===== config.mk =====
export PLATFORM = sky130hd
export DESIGN_NAME = ssd_deserializer
export DESIGN_NICKNAME = d
export VERILOG_FILES = /design/src/ssd_deserializer.v /design/src/ssd_sync.v /design/src/ssd_oneshot.v
export VERILOG_INCLUDE_DIRS = /design/src
export SDC_FILE = /design/constraint.sdc
export NUM_CORES = 1
export LEC_CHECK = 0
export BUFFER_PORTS_ARGS = -buffer_cell sky130_fd_sc_hd__buf_2
export CAP_MARGIN = 20
export CORE_MARGIN = 2
export CORE_UTILIZATION = 53
export CTS_CLUSTER_SIZE = 12
export DETAILED_ROUTE_END_ITERATION = 7
export HOLD_SLACK_MARGIN = 0.05
export PLACE_DENSITY = 0.77
export SLEW_MARGIN = 30
export SYNTH_ARGS = -nofsm -noshare
export SYNTH_HDL_FRONTEND = slang
export SYNTH_SLANG_ARGS = --single-unit

===== constraint.sdc =====
create_clock -name pclk -period 2.2 [get_ports pclk]
set_clock_uncertainty 0.15 [all_clocks]
set_input_delay 0.44 -clock pclk [delete_from_list [all_inputs] [get_ports pclk]]
set_output_delay 0.44 -clock pclk [all_outputs]
set_load 0.02 [all_outputs]

===== src/ssd_defs.vh =====
// offsets, field positions, reset values and timing counts of the character deserializer
`ifndef SSD_DEFS_VH
`define SSD_DEFS_VH

// apb register byte offsets
`define SSD_OFF_CTRL 8'h00
`define SSD_OFF_STATUS 8'h04
`define SSD_OFF_INT_STAT 8'h08
`define SSD_OFF_INT_MASK 8'h0C
`define SSD_OFF_DATA 8'h10

// control register fields
`define SSD_CTRL_TEST 0
`define SSD_CTRL_LVL_LO 1
`define SSD_CTRL_LVL_HI 2
`define SSD_CTRL_RST 3'h0

// status register fields
`define SSD_ST_FLAG 0
`define SSD_ST_OSC 1
`define SSD_ST_RESYNC 2
`define SSD_ST_BUSY 3

// interrupt bits
`define SSD_INT_CHAR 0
`define SSD_INT_FALSE 1
`define SSD_INT_W 2

// shift register after power-up: stage next to the flag holds zero
`define SSD_SREG_RST 8'hFE
`define SSD_SREG_ONES 8'hFF

// timing, clock 25 MHz
`define SSD_CLK_MHZ 16'h0019
`define SSD_T_GLITCH_US 16'h0028
`define SSD_T_XFER_US 16'h0064
`define SSD_T_CLR_US 16'h00C8
`define SSD_GLITCH_CYC (`SSD_T_GLITCH_US * `SSD_CLK_MHZ)
`define SSD_XFER_CYC (`SSD_T_XFER_US * `SSD_CLK_MHZ)
`define SSD_CLR_CYC (`SSD_T_CLR_US * `SSD_CLK_MHZ)
// default bit period: 2400 bit/s at 25 MHz
`define SSD_BIT_CYC 16'h28B1

`endif


===== src/ssd_deserializer.v =====
// start-stop character deserializer with apb registers and interrupt
`timescale 1ns/1ps
`default_nettype none
`include "ssd_defs.vh"
module ssd_deserializer #(
    parameter [15:0] BIT_CYC = `SSD_BIT_CYC,
    parameter [15:0] CLR_CYC = `SSD_CLR_CYC
) (
    // clock and reset
    input wire pclk,
    input wire presetn,
    // apb slave
    input wire [7:0] paddr,
    input wire psel,
    input wire penable,
    input wire pwrite,
    input wire [31:0] pwdata,
    output reg [31:0] prdata,
    output reg pready,
    output reg pslverr,
    // serial line, mark high
    input wire line_in,
    // auxiliary equipment
    input wire osc_enable_in,
    input wire blind_in,
    // to the receiving signal converter
    output reg [7:0] parallel_data,
    output reg xfer_pulse,
    output reg clear_pulse,
    output reg aux_done_pulse,
    // interrupt
    output reg irq
);
    localparam [15:0] XFER_CYC = `SSD_XFER_CYC;
    localparam [15:0] GLITCH_CYC = `SSD_GLITCH_CYC;
    localparam [15:0] HALF_CYC = {1'b0, BIT_CYC[15:1]};

    // entry stage index for a level code: 0..3 means 8..5 levels
    function [2:0] entry_idx;
        input [1:0] code;
        begin
            entry_idx = 3'h7 - {1'b0, code};
        end
    endfunction

    reg [2:0] ctrl_q;
    reg [`SSD_INT_W-1:0] int_stat_q;
    reg [`SSD_INT_W-1:0] int_mask_q;
    reg [7:0] data_q;
    reg framing_control_flop_q;
    reg [7:0] sreg_q;
    reg [15:0] osc_cnt_q;
    reg resync_flop_q;
    reg [15:0] low_cnt_q;
    reg gated_prev_q;
    wire line_s;
    wire osc_en_s;
    wire blind_s;
    wire test_mode;
    wire [2:0] entry;
    wire line_open;
    wire gated;
    wire prime_one_input;
    wire prime_zero_input;
    wire osc_run;
    wire adv;
    wire flag_fall;
    wire fall;
    wire start_ok;
    wire start_accept_gate;
    wire hb_busy;
    wire hb_done;
    wire xt_busy;
    wire xt_done;
    wire ct_busy;
    wire ct_done;
    wire sf_busy;
    wire sf_done;
    wire apb_setup;
    wire apb_access;
    wire [`SSD_INT_W-1:0] int_set;
    reg [31:0] rd_mux;
    reg rd_ok;
    integer i;

    assign test_mode = ctrl_q[`SSD_CTRL_TEST];
    assign entry = entry_idx(ctrl_q[`SSD_CTRL_LVL_HI:`SSD_CTRL_LVL_LO]);

    // pins cross in through two flops; line and oscillator enable idle high, blind idles low
    ssd_sync #(
        .W(3),
        .RST(3'h3)
    ) u_sync (
        .pclk(pclk),
        .presetn(presetn),
        .d({blind_in, osc_enable_in, line_in}),
        .q({blind_s, osc_en_s, line_s})
    );

    // input gate: idle while in test or blinded
    assign line_open = (test_mode | blind_s) ? 1'b1 : line_s;
    // test feeds locally made blanks: mark during stop-fill, space after
    assign gated = test_mode ? sf_busy : (resync_flop_q ? line_open : 1'b1);

    // complementary prime pair into the entry stage
    assign prime_one_input = gated;
    assign prime_zero_input = ~gated;

    // bit_rate_oscillator
    assign osc_run = framing_control_flop_q & osc_en_s;
    assign adv = osc_run & (osc_cnt_q == BIT_CYC - 16'h0001);
    assign flag_fall = adv & ~sreg_q[0];

    // start validation
    assign fall = gated_prev_q & ~gated;
    assign start_accept_gate = ~framing_control_flop_q;
    // line must stay low past the 40 us sample and the half bit
    assign start_ok = hb_done & start_accept_gate & ~gated & (low_cnt_q >= GLITCH_CYC)
        & (low_cnt_q >= HALF_CYC - 16'h0002);

    // half_bit_timer runs only while the oscillator is idle
    ssd_oneshot u_half_bit_timer (
        .pclk(pclk),
        .presetn(presetn),
        .trig(fall & start_accept_gate),
        .len(HALF_CYC),
        .busy(hb_busy),
        .done(hb_done)
    );

    // transfer_timer
    ssd_oneshot u_transfer_timer (
        .pclk(pclk),
        .presetn(presetn),
        .trig(flag_fall),
        .len(XFER_CYC),
        .busy(xt_busy),
        .done(xt_done)
    );

    // clear_timer, always later than the transfer
    ssd_oneshot u_clear_timer (
        .pclk(pclk),
        .presetn(presetn),
        .trig(flag_fall),
        .len(CLR_CYC),
        .busy(ct_busy),
        .done(ct_done)
    );

    // stop_fill_timer lasts one bit, like a stop element
    ssd_oneshot u_stop_fill_timer (
        .pclk(pclk),
        .presetn(presetn),
        .trig(flag_fall),
        .len(BIT_CYC),
        .busy(sf_busy),
        .done(sf_done)
    );

    // oscillator counter; after a start the first advance comes next cycle
    // so that the start element itself is shifted in
    always @(posedge pclk or negedge presetn) begin
        if (!presetn) begin
            osc_cnt_q <= 16'h0000;
        end else if (start_ok) begin
            osc_cnt_q <= BIT_CYC - 16'h0001;
        end else if (osc_run) begin
            if (adv) begin
                osc_cnt_q <= 16'h0000;
            end else begin
                osc_cnt_q <= osc_cnt_q + 16'h0001;
            end
        end else if (!framing_control_flop_q) begin
            osc_cnt_q <= 16'h0000;
        end
    end

    // framing_control_flop: set at power-up so one advance flushes the register
    always @(posedge pclk or negedge presetn) begin
        if (!presetn) begin
            framing_control_flop_q <= 1'b1;
        end else if (start_ok) begin
            framing_control_flop_q <= 1'b1;
        end else if (adv) begin
            framing_control_flop_q <= sreg_q[0];
        end
    end

    // shift register, stage 0 sits next to the flag
    always @(posedge pclk or negedge presetn) begin
        if (!presetn) begin
            sreg_q <= `SSD_SREG_RST;
        end else if (ct_done) begin
            sreg_q <= `SSD_SREG_ONES;
        end else if (adv) begin
            for (i = 0; i < 8; i = i + 1) begin
                if (i == entry) begin
                    sreg_q[i] <= prime_one_input & ~prime_zero_input;
                end else if (i < entry) begin
                    sreg_q[i] <= sreg_q[i + 1];
                end else begin
                    sreg_q[i] <= 1'b1;
                end
            end
        end
    end

    // resync_flop: held at zero during stop-fill, never reopened in test
    always @(posedge pclk or negedge presetn) begin
        if (!presetn) begin
            resync_flop_q <= 1'b0;
        end else if (sf_busy || test_mode) begin
            resync_flop_q <= 1'b0;
        end else if (sf_done) begin
            resync_flop_q <= 1'b1;
        end
    end

    // low-time counter for glitch rejection
    always @(posedge pclk or negedge presetn) begin
        if (!presetn) begin
            low_cnt_q <= 16'h0000;
            gated_prev_q <= 1'b1;
        end else begin
            gated_prev_q <= gated;
            if (gated) begin
                low_cnt_q <= 16'h0000;
            end else if (low_cnt_q != 16'hFFFF) begin
                low_cnt_q <= low_cnt_q + 16'h0001;
            end
        end
    end

    // converter outputs; inhibit of punching is the converter's business
    always @(posedge pclk or negedge presetn) begin
        if (!presetn) begin
            parallel_data <= `SSD_SREG_ONES;
            xfer_pulse <= 1'b0;
            clear_pulse <= 1'b0;
            aux_done_pulse <= 1'b0;
            data_q <= 8'h00;
        end else begin
            parallel_data <= sreg_q;
            xfer_pulse <= xt_done;
            clear_pulse <= ct_done;
            aux_done_pulse <= ct_done;
            if (xt_done) begin
                data_q <= sreg_q;
            end
        end
    end

    // interrupt events: character transferred, start rejected as glitch
    assign int_set[`SSD_INT_CHAR] = xt_done;
    assign int_set[`SSD_INT_FALSE] = hb_done & start_accept_gate & ~start_ok;

    assign apb_setup = psel & ~penable;
    assign apb_access = psel & penable & pready;

    // read mux, unmapped addresses answer with an error
    always @* begin
        rd_mux = 32'h00000000;
        rd_ok = 1'b1;
        case (paddr)
            `SSD_OFF_CTRL: begin
                rd_mux[2:0] = ctrl_q;
            end
            `SSD_OFF_STATUS: begin
                rd_mux[`SSD_ST_FLAG] = framing_control_flop_q;
                rd_mux[`SSD_ST_OSC] = osc_run;
                rd_mux[`SSD_ST_RESYNC] = resync_flop_q;
                rd_mux[`SSD_ST_BUSY] = xt_busy | ct_busy | hb_busy;
                rd_mux[15:8] = sreg_q;
            end
            `SSD_OFF_INT_STAT: begin
                rd_mux[`SSD_INT_W-1:0] = int_stat_q;
            end
            `SSD_OFF_INT_MASK: begin
                rd_mux[`SSD_INT_W-1:0] = int_mask_q;
            end
            `SSD_OFF_DATA: begin
                rd_mux[7:0] = data_q;
            end
            default: begin
                rd_ok = 1'b0;
            end
        endcase
    end

    // apb: data latched in setup, one access cycle with pready high
    always @(posedge pclk or negedge presetn) begin
        if (!presetn) begin
            prdata <= 32'h00000000;
            pready <= 1'b0;
            pslverr <= 1'b0;
        end else if (apb_setup) begin
            prdata <= pwrite ? 32'h00000000 : rd_mux;
            pready <= 1'b1;
            pslverr <= ~rd_ok;
        end else begin
            pready <= 1'b0;
            pslverr <= 1'b0;
        end
    end

    // register writes at the completing edge only
    always @(posedge pclk or negedge presetn) begin
        if (!presetn) begin
            ctrl_q <= `SSD_CTRL_RST;
            int_mask_q <= {`SSD_INT_W{1'b0}};
        end else if (apb_access && pwrite) begin
            if (paddr == `SSD_OFF_CTRL) begin
                ctrl_q <= pwdata[2:0];
            end
            if (paddr == `SSD_OFF_INT_MASK) begin
                int_mask_q <= pwdata[`SSD_INT_W-1:0];
            end
        end
    end

    // sticky status, cleared by its read; a new event beats the clear
    always @(posedge pclk or negedge presetn) begin
        if (!presetn) begin
            int_stat_q <= {`SSD_INT_W{1'b0}};
            irq <= 1'b0;
        end else begin
            // clear only the bits that were read, so an event in the setup cycle survives
            if (apb_access && !pwrite && paddr == `SSD_OFF_INT_STAT) begin
                int_stat_q <= (int_stat_q & ~prdata[`SSD_INT_W-1:0]) | int_set;
            end else begin
                int_stat_q <= int_stat_q | int_set;
            end
            irq <= |((int_stat_q | int_set) & int_mask_q);
        end
    end
endmodule // ssd_deserializer
`default_nettype wire


===== src/ssd_sync.v =====
// two-flop synchroniser for asynchronous pins
`timescale 1ns/1ps
`default_nettype none
module ssd_sync #(
    parameter W = 1,
    parameter [W-1:0] RST = {W{1'b0}}
) (
    // clock and reset
    input wire pclk,
    input wire presetn,
    // data
    input wire [W-1:0] d,
    output reg [W-1:0] q
);
    reg [W-1:0] meta_q;

    always @(posedge pclk or negedge presetn) begin
        if (!presetn) begin
            meta_q <= RST;
            q <= RST;
        end else begin
            meta_q <= d;
            q <= meta_q;
        end
    end
endmodule // ssd_sync
`default_nettype wire


===== src/ssd_oneshot.v =====
// retriggerable one-shot timer counting system clocks
`timescale 1ns/1ps
`default_nettype none
module ssd_oneshot (
    // clock and reset
    input wire pclk,
    input wire presetn,
    // trigger and length in cycles, at least one
    input wire trig,
    input wire [15:0] len,
    // timer state
    output reg busy,
    output reg done
);
    reg [15:0] cnt_q;

    always @(posedge pclk or negedge presetn) begin
        if (!presetn) begin
            cnt_q <= 16'h0000;
            busy <= 1'b0;
            done <= 1'b0;
        end else begin
            done <= 1'b0;
            if (trig) begin
                cnt_q <= len;
                busy <= 1'b1;
            end else if (busy) begin
                cnt_q <= cnt_q - 16'h0001;
                if (cnt_q <= 16'h0001) begin
                    busy <= 1'b0;
                    done <= 1'b1;
                end
            end
        end
    end
endmodule // ssd_oneshot
`default_nettype wire


Yosys cells after proc, flatten, opt, wreduce, memory -nomap -nowiden:

Cells that the tools add are included.

* input bits: 48
* bits in registers: 181

* add/sub/neg operators: 7
* reductions and logical operators: 19
* bitwise gates (word level): 27
* mux-type cells: 72
* magnitude comparators: 13
* equal/unequal tests: 14

Operators by type and width (count)
* $mux 16: 15
* $le 16x1->1 const B: 4
* $sub 16x1->16 const B: 4
* $mux 1: 49
* $add 16x1->16 const B: 2
* $mux 8: 3
* $eq 16x14->1 const B: 1
* $eq 8x4->1 const B: 2
* $ge 16x10->1 const B: 1
* $ge 16x13->1 const B: 1
* $ne 16x16->1 const B: 1
* $reduce_bool 2->1: 8
* $and 1x1->1: 13
* $eq 3x3->1 const A: 4
* $pmux 2 s5: 1
* $lt 3x3->1 const A: 3
* $eq 8x3->1 const B: 1
* $eq 8x5->1 const B: 1
* $logic_not 8->1: 1
* $eq 2x3->1 const A: 2
* $lt 1x3->1 const A: 2
* $lt 2x3->1 const A: 2
* $not 1->1: 6
* $reduce_or 5->1: 1
* other kinds (17): 24

Logic depth before layout (Yosys ltp):

Gate-level depths: netlist of the first run.

* word-level depth: 13
* depth in mapped cells: 10
* mapped depth without buffers: 7

Modules after synthesis:

A second synthesis of the first run with hierarchy kept.

* cells, all modules: 907
* area total of the unflattened synthesis: 8889.8 um^2

Modules (own cells, without submodules)
* ssd_oneshot: area each 1098.6 um^2, seq. area each 450.4 um^2, cells an instance 120, times used 4
* ssd_deserializer: area each 4340.4 um^2, seq. area each 2198.4 um^2, cells an instance 421, times used 1
* ssd_sync: area each 155.1 um^2, seq. area each 155.1 um^2, cells an instance 6, times used 1

Worst setup path after synthesis of the first run:

No wires, ideal clock.

* kind: in2reg
* start point: input port paddr[1]
* end point: register int_stat_q[1]
* buffers on the path: 1
* path slack: -0.043 ns
* stages on the path: 6
* arrival time: 1.971 ns
* path through: or4_1 or3_1 buf_2 and4bb_2 nand2_1 a32o_1

* word-level cells in the longest chain between the ends: 3

Ends and longest elaborated chain
* start, declared: line ssd_deserializer.v:13 `input wire [7:0] paddr,`
* $eq 8x4->1
* $logic_and 1x1->1 (no source line)
* $mux 2: line ssd_deserializer.v:329 `` if (apb_access && !pwrite && paddr == `SSD_OFF_INT_STAT) begin ``
* end signal, assigned: line ssd_deserializer.v:325 `` int_stat_q <= {`SSD_INT_W{1'b0}}; ``
* end signal, assigned: line ssd_deserializer.v:330 `` int_stat_q <= (int_stat_q & ~prdata[`SSD_INT_W-1:0]) | int_set; ``
* end signal, assigned: line ssd_deserializer.v:332 `int_stat_q <= int_stat_q | int_set;`
* end, declared: line ssd_deserializer.v:47 `` reg [`SSD_INT_W-1:0] int_stat_q; ``

Every way passes these cells.
A chain may end at the register's enable or synchronous reset.

Final worst setup path of the first run:

* start point: register osc_cnt_q[8]
* end point: register u_stop_fill_timer.cnt_q[1]

* word-level cells in the longest chain between the ends: 4
* elaborated cells between the ends (all ways): 5
* those cells by class: eq/ne: 1; mux: 1; bitwise: 2; reduce/logical: 1

Ends and longest elaborated chain
* start, declared: line ssd_deserializer.v:52 `reg [15:0] osc_cnt_q;`
* start signal, assigned: line ssd_deserializer.v:167 `osc_cnt_q <= BIT_CYC - 16'h0001;`
* start signal, assigned: line ssd_deserializer.v:172 `osc_cnt_q <= osc_cnt_q + 16'h0001;`
* $eq 16x14->1 *: line ssd_deserializer.v:111 `assign adv = osc_run & (osc_cnt_q == BIT_CYC - 16'h0001);`
* $and 1x1->1 *: line ssd_deserializer.v:111
* $and 1x1->1 *: line ssd_deserializer.v:112 `assign flag_fall = adv & ~sreg_q[0];`
* $mux 16 or $reduce_bool 2->1 (tied branches)
* end signal, assigned: line ssd_oneshot.v:25 `cnt_q <= len;`
* end signal, assigned: line ssd_oneshot.v:28 `cnt_q <= cnt_q - 16'h0001;`
* end, declared: line ssd_oneshot.v:15 `reg [15:0] cnt_q;`

Mark *: on every way between the ends. The rest lies on a longest branch, timed or not.

==> out/metrics.cfg, run 1 <==
[critical_path]
crit_family = simple AND/OR/NAND/NOR gates
worstPathRequired_ps = 2350
worst-path-max-fanout = 19
worst_setup_path_start_kind = register
r2r_setup_slack_ps = 20
critPathBufInv = 2
arrival_ps = 2330
max_stage_delay_ps = 560
critPathKind = reg -> reg
cp-end-kind = register
cp_cell_sequence = or4b_4 -> nor4_4 -> buf_4 -> nand3_2 -> nor2_4 -> clkbuf_16 -> a211oi_1
crit_slowest_cell = or4b_4

[placement]
post-place-ws_ps = -216
routabilityCongestion = 0.824
dp.cells = 1016
postPlaceCellArea_mm2 = 0.00851
dp_hpwl_um = 10400
io_buffers = 48

[yosys]
ys_warn_count = 0
synth-async-reset-ratio_pct = 100
avgSynthCellArea_um2 = 10.3
seq_area_frac_synth_pct = 53.3
ys_seq_elements = 165
synth_top_area_share_pct = 46.2
yosysTopAreaCell = dfrtp_1
yosys-top-cells-count = 144 x dfrtp_1, 96 x nor2_1, 75 x nand2_1, 34 x xnor2_1, 26 x a21oi_1
synth_edf_count = 0
synthFlopType = dfrtp_1
netlist_top_cells_area = dfrtp_1 46%, dfstp_2 7.1%, nor2_1 4.6%, xnor2_1 3.8%, nand2_1 3.6%
synth_most_common_cell = dfrtp_1
synth_cell_types = 65
synth_area_mm2 = 0.00780
synth_cells = 758

[routing]
wl_per_cell_um = 14.4
drc = 0
drt-initial-drc-count = 394
drt_wl_total_um = 15200
viasPerCell = 5.49
drt_first_pass_iters = 5
drtAntennaViolNets = 0
num_vias = 5787

[sta]
period_share_pct = 98.9
worst_slack_ps = 24.1
fin_crit_ps = 2180
worst_slew_pin_slew_ps = 545
drv_slew = 0
finalHoldViolations = 0
finalSetupViolations = 0
whs_ps = 128
fin_tns_setup_ps = 0
slew-limit-headroom_pct = 63.6
max_freq_mhz = 460
rsz0062_at_grt = yes

[final_layout]
n_antenna_cell = 0
regArea_mm2 = 0.00416
fin_nets = 917
fin_cells = 1054
fillers = 1141
drive_above_1_share_pct = 21.4
multi_input_area_mm2 = 0.00337
utilization_pct = 63.3
syn_to_final_growth_pct = 17.5
final_cell_area_mm2 = 0.00917

[run]
max_cap_viol_count = 0

[floorplan]
rows = 44
start_util_pct = 53.9
die_h_um = 125
dieWidth_um = 125
dieArea_mm2 = 0.0157
pin_count = 94
coreArea_mm2 = 0.0145

[pwr]
p_leak_nw = 4.38
seqPwrFrac_pct = 49.1
clkPwrFrac_pct = 41.9
power.density_mw_per_mm2 = 728
combPwrFrac_pct = 9.1
total_power_mw = 6.67
p_sw_share_pct = 25.3
p_sw_mw = 1.69
ir_drop_v = 0.000521
power.internal_mw = 4.99

[cts]
cts_made_buffers = 17
cts_tree = yes
clock_path_buffers = 2
path_clk_slew_ps = 70
clk_latency_ps = 420
clock-root-buffer = clkbuf_16
numClockSinks = 165
h-tree-depth = 4

[min_path]
hp-class = in -> reg

[global_routing]
grt_pass1_vias = 5686
grtUsageTotal_pct = 20.4
overflow = 0
grt_pass1_wl_um = 26400
antenna_found_initial = 0
grt_max_degree = 54

[status]
status = finished, final reports clean

==> cell families after synthesis <==
logic type               after synthesis  synth area share, %
flip-flops                           165                 53.3
adder cells (fa/ha/maj)               12                 1.92
AND/OR/NAND/NOR                      325                 21.4
multiplexers                          19                 2.65
AO/OA/AOI/OAI                        111                 9.51
XOR/XNOR                              59                 6.62
buffers and inverters                 66                 4.59
other                                  1               0.0481
==> final cells by class <==
| cell class | count | area share (%) |
|---|---|---|
| Clock buffer | 19 | 4.72 |
| Clock inverter | 13 | 1.38 |
| Inverter | 25 | 1.02 |
| Multi-Input combinational cell | 542 | 36.7 |
| Sequential cell | 165 | 45.3 |
| Tap cell | 184 | 2.51 |
| Timing Repair Buffer | 106 | 8.29 |
==> worst paths after layout <==
path                                              end  cells after the start             start
max                        u_stop_fill_timer.cnt_q[1]                      7      osc_cnt_q[8]
min                                         ctrl_q[2]                      2         pwdata[2]
max reg2reg                u_stop_fill_timer.cnt_q[1]                      7      osc_cnt_q[8]
min reg2reg                               u_sync.q[1]                      0  u_sync.meta_q[1]
max in group asynchronous                   sreg_q[3]                      3           presetn
min in group asynchronous                osc_cnt_q[8]                      2           presetn
==> worst reg2reg max path: cells and delay by family, from the launching register on <==
kind / cells / cell delay, ps
and+or+nand+nor: 4 / 1080
AOI/OAI and AO/OA: 1 / 60
DFF: 1 / 380
buffers and inverters: 2 / 400
==> what timing repair did <==
| item | CTS | global route |
|---|---|---|
| endpoints found under the setup margin | 39 | 56 |
| gates cloned | 0 | 1 |
| gates resized for setup | 1 | 4 |
| setup buffers | 1 | 0 |
| endpoints found under the hold margin | 34 | 0 |
| hold buffers | 4 | 0 |
==> power by group through the flow <==
stage          logic, mW  clock network (mW)  registers [mW]
5_1_grt            0.689                2.99            3.29
6_report           0.605                2.79            3.28
3_5_place_dp       0.587                   0            3.33
2_1_floorplan      0.411                   0            3.31
4_1_cts            0.593                2.85            3.27
3_3_place_gp       0.559                   0            3.32
==> routing by layer <==
layer	vias up	share of wire [%]	track usage, %
li1	2819	-	-
met2	159	46	31.5
met5	-	0	0
met4	0	1.6	6.80
met1	2786	47	28.7
met3	23	4.9	4.71
==> registers in the layout, indices dropped and copies added (netlist names), 2 cells and up <==
register and cells:
ctrl_q 3, data_q 8, int_mask_q 2, int_stat_q 2, low_cnt_q 16, osc_cnt_q 16
parallel_data 8, prdata 16, sreg_q 8, u_clear_timer.cnt_q 16, u_half_bit_timer.cnt_q 16, u_stop_fill_timer.cnt_q 16
u_sync.meta_q 3, u_sync.q 3, u_transfer_timer.cnt_q 16
==> layout by cell type (no fill, tap or decap), drive strengths merged, types with 8 or more instances in the layout <==
cell / synthesis / final
a21oi: 26 / 26
a22o: 14 / 14
and3: 8 / 8
buf: 28 / 101
clkbuf: 13 / 20
conb: 1 / 16
dfrtp: 144 / 144
dfstp: 21 / 21
ha: 12 / 12
inv: 24 / 27
mux2: 13 / 13
nand2: 75 / 75
nand2b: 11 / 11
nand3: 21 / 21
nand3b: 8 / 8
nand4: 13 / 13
nor2: 97 / 97
nor3: 24 / 24
nor4: 15 / 15
o21ai: 26 / 26
or3: 17 / 17
or4: 9 / 9
xnor2: 34 / 34
xor2: 25 / 25
No activity file was read; power rests on OpenSTA's default activity.
==> run 2, diff against run 1 <==
--- a/config.mk
+++ b/config.mk
@@ -6,6 +6,7 @@
 export SDC_FILE = /design/constraint.sdc
 export NUM_CORES = 1
 export LEC_CHECK = 0
+export ABC_AREA = 1
 export BUFFER_PORTS_ARGS = -buffer_cell sky130_fd_sc_hd__buf_2
 export CAP_MARGIN = 20
 export CORE_MARGIN = 2
@@ -13,7 +14,7 @@
 export CTS_CLUSTER_SIZE = 12
 export DETAILED_ROUTE_END_ITERATION = 7
 export HOLD_SLACK_MARGIN = 0.05
-export PLACE_DENSITY = 0.77
+export PLACE_DENSITY = 0.76
 export SLEW_MARGIN = 30
 export SYNTH_ARGS = -nofsm -noshare
 export SYNTH_HDL_FRONTEND = slang
==> run 2 against run 1 <==
Compared with the run above:
- clock power is 3% higher
- combinational power is 30% higher
- first-iteration DRC count is 4.1% higher
- final cell count is 27% higher
- largest cell class unchanged
- flip-flop and latch count stayed put
- synthesized cell count is 37% higher
- sequential share of layout area is 1.9 points lower
- wire length is 16% higher
- utilization is 2.5 points lower
==> out/metrics.cfg, run 2 <==
[routing]
num_vias = 7102
drtAntennaViolNets = 0
viasPerCell = 5.31
drt_wl_total_um = 17700
drc = 0
wl_per_cell_um = 13.2
drt-initial-drc-count = 410
drt_first_pass_iters = 5

[cts]
post_cts_buffers = 0
clock-root-buffer = clkbuf_16
clock_path_buffers = 2
path_clk_slew_ps = 60
clk_latency_ps = 430
cts_tree = yes
cts_made_buffers = 17
numClockSinks = 165
h-tree-depth = 4

[sta]
drv_slew = 0
rsz0062_at_grt = no
slew-limit-headroom_pct = 64.7
max_freq_mhz = 503
fin_crit_ps = 1990
period_share_pct = 90.4
whs_ps = 127
worst_slew_pin_slew_ps = 530
finalHoldViolations = 0
fin_tns_setup_ps = 0
finalSetupViolations = 0

[critical_path]
critPathBufInv = 2
worstPathRequired_ps = 2400
max_stage_delay_ps = 390
critPathKind = reg -> reg
crit_slowest_cell = dfrtp_1
worst-path-max-fanout = 19
worst_setup_path_start_kind = register
crit_family = simple AND/OR/NAND/NOR gates
cp-end-kind = register
cp_cell_sequence = inv_1 -> ha_1 -> nand2_1 -> nor3_4 -> nand3_4 -> nor2_8 -> buf_4 -> a21oi_1 -> o21ai_0
arrival_ps = 2190

[yosys]
synth_most_common_cell = nand2_1
yosysTopAreaCell = dfrtp_1
synth_cells = 1036
yosys-top-cells-count = 221 x nand2_1, 144 x dfrtp_1, 135 x nor2_1, 115 x inv_1, 84 x nand3_1
netlist_top_cells_area = dfrtp_1 43%, nand2_1 9.9%, dfstp_2 6.6%, nor2_1 6.0%, inv_1 5.1%
avgSynthCellArea_um2 = 8.12
synth_area_mm2 = 0.00842
synth-async-reset-ratio_pct = 100
synth_cell_types = 42
synth_edf_count = 0
ys_seq_elements = 165
synthFlopType = dfrtp_1
seq_area_frac_synth_pct = 49.4
synth_top_area_share_pct = 42.8
ys_warn_count = 0

[final_layout]
final_common_cell = nand2_1
drive_above_1_share_pct = 15.1
layout_common_cells = 221 x nand2_1, 144 x dfrtp_1, 135 x nor2_1
fin_nets = 1169
fin_cells = 1338
fillers = 1373
syn_to_final_growth_pct = 13.6
n_antenna_cell = 0

[floorplan]
die_h_um = 130
pin_count = 94
start_util_pct = 53.6
rows = 46
coreArea_mm2 = 0.0157
dieArea_mm2 = 0.0169
dieWidth_um = 130

[placement]
io_buffers = 48
dp.cells = 1301
routabilityCongestion = 0.870
dp_hpwl_um = 12800

[pwr]
p_leak_nw = 4.73
ir_drop_v = 0.000582
power.density_mw_per_mm2 = 725

[status]
status = finished, final reports clean

[min_path]
hp-class = in -> reg

[global_routing]
overflow = 0
antenna_found_initial = 0
grt_max_degree = 55
grt_pass1_vias = 6598
grtUsageTotal_pct = 22.2
grt_pass1_wl_um = 30000

[run]
max_cap_viol_count = 0

[run 2: cell count changes after synthesis, moves of 17 or more]
| cell | before | now |
|---|---|---|
| nand2_1 | 75 | 221 |
| inv_1 | 23 | 115 |
| nand3_1 | 20 | 84 |
| o21ai_0 | 25 | 73 |
| nor2_1 | 96 | 135 |
| xnor2_1 | 34 | 6 |
| or3_1 | 17 | 0 |
[run 2: worst paths after layout]
path	startpoint	to	slack, ps	cells after the start
worst max-delay path	osc_cnt_q[0]	u_clear_timer.cnt_q[7]	210	9
worst min-delay path	psel	pready	130	3
worst max register to register	osc_cnt_q[0]	u_clear_timer.cnt_q[7]	210	9
worst min register to register	u_sync.meta_q[2]	u_sync.q[2]	200	0
max in group asynchronous	presetn	u_sync.meta_q[0]	1020	3
min in group asynchronous	presetn	low_cnt_q[3]	230	2
[run 2: worst reg2reg max path, cell delays in order, from the launching register on]
cell and delay [ps]:
dfrtp_1 390, inv_1 100, ha_1 200, nand2_1 100, nor3_4 150, nand3_4 170, nor2_8 310, buf_4 230
a21oi_1 50, o21ai_0 70
[run 2: repair_timing]
| item | in CTS | in global routing |
|---|---|---|
| resized for setup | 0 | 1 |
| hold buffers | 5 | 0 |
| endpoints found under the hold margin | 148 | 0 |
| endpoints found under the setup margin | 0 | 2 |
[run 2: logic make-up (layout without fill, tap and decap cells)]
family	after synthesis	count (layout)	share of synthesized area, %
compound gates	134	134	8.94
xor+xnor	19	19	1.98
fa+ha+maj	12	12	1.78
buf+inv	156	227	8.16
flops	165	165	49.4
mux	5	5	0.669
other cells	1	16	0.0446
simple gates	544	544	29.1
[run 2: power breakdown]
part | internal [mW] | switching, mW
sequential | 3.17 | 0.109
combinational | 0.284 | 0.504
clock | 1.63 | 1.24
[run 2: per-layer routing]
metal | vias to the layer above | global-route usage [%] | wire (um)
li1 | 3506 | - | -
met1 | 3376 | 29.1 | 8090
met2 | 180 | 36.1 | 8380
met3 | 40 | 4.59 | 767
met4 | 0 | 9.30 | 427
met5 | - | 0 | 0
[run 2: layout make-up]
class | count | area (um2) | area share, %
Clock buffer | 19 | 453 | 4.74
Clock inverter | 13 | 123 | 1.28
Inverter | 124 | 465 | 4.87
Multi-Input combinational cell | 730 | 3630 | 38.0
Sequential cell | 165 | 4160 | 43.5
Tap cell | 216 | 270 | 2.83
Timing Repair Buffer | 71 | 457 | 4.78
[run 2: through the flow]
stage                     utilization (%)  total power, mW  worst slack [ps]  instance area (um2)
after floorplan                         -             3.91               536                 8470
after global placement               56.8             4.10               243                 8930
after detailed placement             56.8             4.11               197                 8930
after CTS                            60.8             7.00               177                 9550
after global routing                 60.8             7.29              17.9                 9560
final                                60.8             6.93               212                 9560
==> run 3, diff against run 2 <==
--- a/config.mk
+++ b/config.mk
@@ -10,11 +10,11 @@
 export BUFFER_PORTS_ARGS = -buffer_cell sky130_fd_sc_hd__buf_2
 export CAP_MARGIN = 20
 export CORE_MARGIN = 2
-export CORE_UTILIZATION = 53
+export CORE_UTILIZATION = 59
 export CTS_CLUSTER_SIZE = 12
 export DETAILED_ROUTE_END_ITERATION = 7
 export HOLD_SLACK_MARGIN = 0.05
-export PLACE_DENSITY = 0.76
+export PLACE_DENSITY = 0.8
 export SLEW_MARGIN = 30
 export SYNTH_ARGS = -nofsm -noshare
 export SYNTH_HDL_FRONTEND = slang
==> constraint.sdc (replaced) <==
create_clock -name pclk -period 1.88 [get_ports pclk]
set_clock_uncertainty 0.15 [all_clocks]
set_input_delay 0.094 -clock pclk [delete_from_list [all_inputs] [get_ports pclk]]
set_output_delay 0.094 -clock pclk [all_outputs]
set_load 0.02 [all_outputs]
==> run 3 against run 2 <==
Compared with the run above:
- first-iteration DRC count increased by 80%
- total power increased by 22%
- largest cell class unchanged
- non-clock buffer count increased by 34
- largest power group unchanged
==> out/metrics.cfg, run 3 (same netlist as run 2, synthesis figures left out) <==
[routing]
drt_first_pass_iters = 5
drt-initial-drc-count = 736
num_vias = 7507
drc = 0
viasPerCell = 5.62
wl_per_cell_um = 15.0
drt_wl_total_um = 20100
drtAntennaViolNets = 0

[global_routing]
antenna_found_initial = 0
grtUsageTotal_pct = 26.9
grt_pass1_wl_um = 31900
grt_max_degree = 61
overflow = 0
grt_pass1_vias = 6882

[sta]
slew-limit-headroom_pct = 61.2
finalHoldViolations = 0
period_share_pct = 97.0
drv_slew = 0
worst_slew_pin_slew_ps = 581
max_freq_mhz = 548
fin_crit_ps = 1820
finalSetupViolations = 0

[cts]
path_clk_slew_ps = 70
cts_made_buffers = 17
clock_path_buffers = 2
clock-root-buffer = clkbuf_16
h-tree-depth = 4
numClockSinks = 165
clk_latency_ps = 440
cts_tree = yes

[critical_path]
critPathKind = reg -> reg
worst_setup_path_start_kind = register
cp-end-kind = register
r2r_cells = 9
worst-path-max-fanout = 6
r2r_setup_slack_ps = 60
worstPathRequired_ps = 2090
r2r_start = u_stop_fill_timer.cnt_q[0]
timing.rr.end = u_stop_fill_timer.cnt_q[8]
arrival_ps = 2040

[pwr]
p_leak_nw = 4.93
ir_drop_v = 0.000905
total_power_mw = 8.45
power.density_mw_per_mm2 = 845

[placement]
postPlaceCellArea_mm2 = 0.00898
dp_hpwl_um = 13100
io_buffers = 48
routabilityCongestion = 0.945
dp.cells = 1277

[final_layout]
syn_to_final_growth_pct = 18.7
final_common_cell = nand2_1
drive_above_1_share_pct = 18.6
utilization_pct = 72.0
n_antenna_cell = 0
fin_nets = 1203
final_cell_area_mm2 = 0.00999
fin_cells = 1336
layout_common_cells = 212 x nand2_1, 144 x dfrtp_1, 129 x nor2_1

[floorplan]
dieWidth_um = 123
coreArea_mm2 = 0.0139
pin_count = 94
die_h_um = 123
dieArea_mm2 = 0.0152
start_util_pct = 60.6
rows = 43

[status]
status = finished, final reports clean

[min_path]
hp-class = in -> async

[run]
max_cap_viol_count = 0

==> run 3: area by class of cell <==
| type | count | area (um2) |
|---|---|---|
| clock inverter | 12 | 145 |
| clock buffer | 20 | 457 |
| sequential | 165 | 4160 |
| tap | 180 | 225 |
| multi-input combinational | 730 | 3770 |
| fill | 1035 | 3890 |
| timing repair buffer | 105 | 777 |
| inverter | 124 | 465 |
==> run 3: per-stage QoR <==
| step | worst slack [ps] | TNS, ps | hold WS, ps |
|---|---|---|---|
| CTS | 6.72 | 0 | 55.1 |
| global route | -59.4 | -304 | 67.4 |
| finish | 55.7 | 0 | 62.0 |
| detailed placement | 35.7 | 0 | -144 |
| floorplan | 216 | 0 | -352 |
| global placement | 84.3 | 0 | -145 |
==> run 3: how the worst max path moves through the flow <==
stage / endpoint / start / cells after the start
floorplan: u_transfer_timer.cnt_q[14] / u_transfer_timer.cnt_q[0] / 9
finish: u_stop_fill_timer.cnt_q[8] / u_stop_fill_timer.cnt_q[0] / 9
global placement: u_stop_fill_timer.cnt_q[12] / framing_control_flop_q / 6
global route: u_stop_fill_timer.cnt_q[8] / u_stop_fill_timer.cnt_q[0] / 9
detailed placement: u_transfer_timer.cnt_q[12] / u_transfer_timer.cnt_q[0] / 9
CTS: u_transfer_timer.cnt_q[10] / u_transfer_timer.cnt_q[0] / 9
==> run 3: power by group <==
group | switching (mW) | internal, mW | leakage, nW
Sequential | 0.135 | 3.70 | 2.20
Combinational | 0.675 | 0.392 | 2.44
Clock | 1.49 | 2.05 | 0.288
Total | 2.30 | 6.14 | 4.93
==> run 3: metal layers <==
layer / GRT usage, % / share of wire (%) / routed length, um
met1: 34.9 / 42 / 8410
met4: 10.9 / 2.4 / 475
met3: 4.84 / 5.1 / 1030
met5: 0 / 0 / 0
met2: 44.8 / 51 / 10200
==> run 3: critical path, cell delays in order (launching register included) <==
cell and delay (ps):
dfrtp_1 420, inv_2 80, ha_2 200, nand2_2 70, inv_2 80, nand2_2 70, nor3_4 320, nand2_2 110
xor2_1 150, nor2_1 110
==> run 3: what timing repair did <==
| item | in CTS | in global routing |
|---|---|---|
| endpoints found under the hold margin | 182 | 0 |
| hold buffers | 22 | 0 |
| resized for setup | 0 | 44 |
| setup buffers | 0 | 5 |
| endpoints found under the setup margin | 0 | 33 |
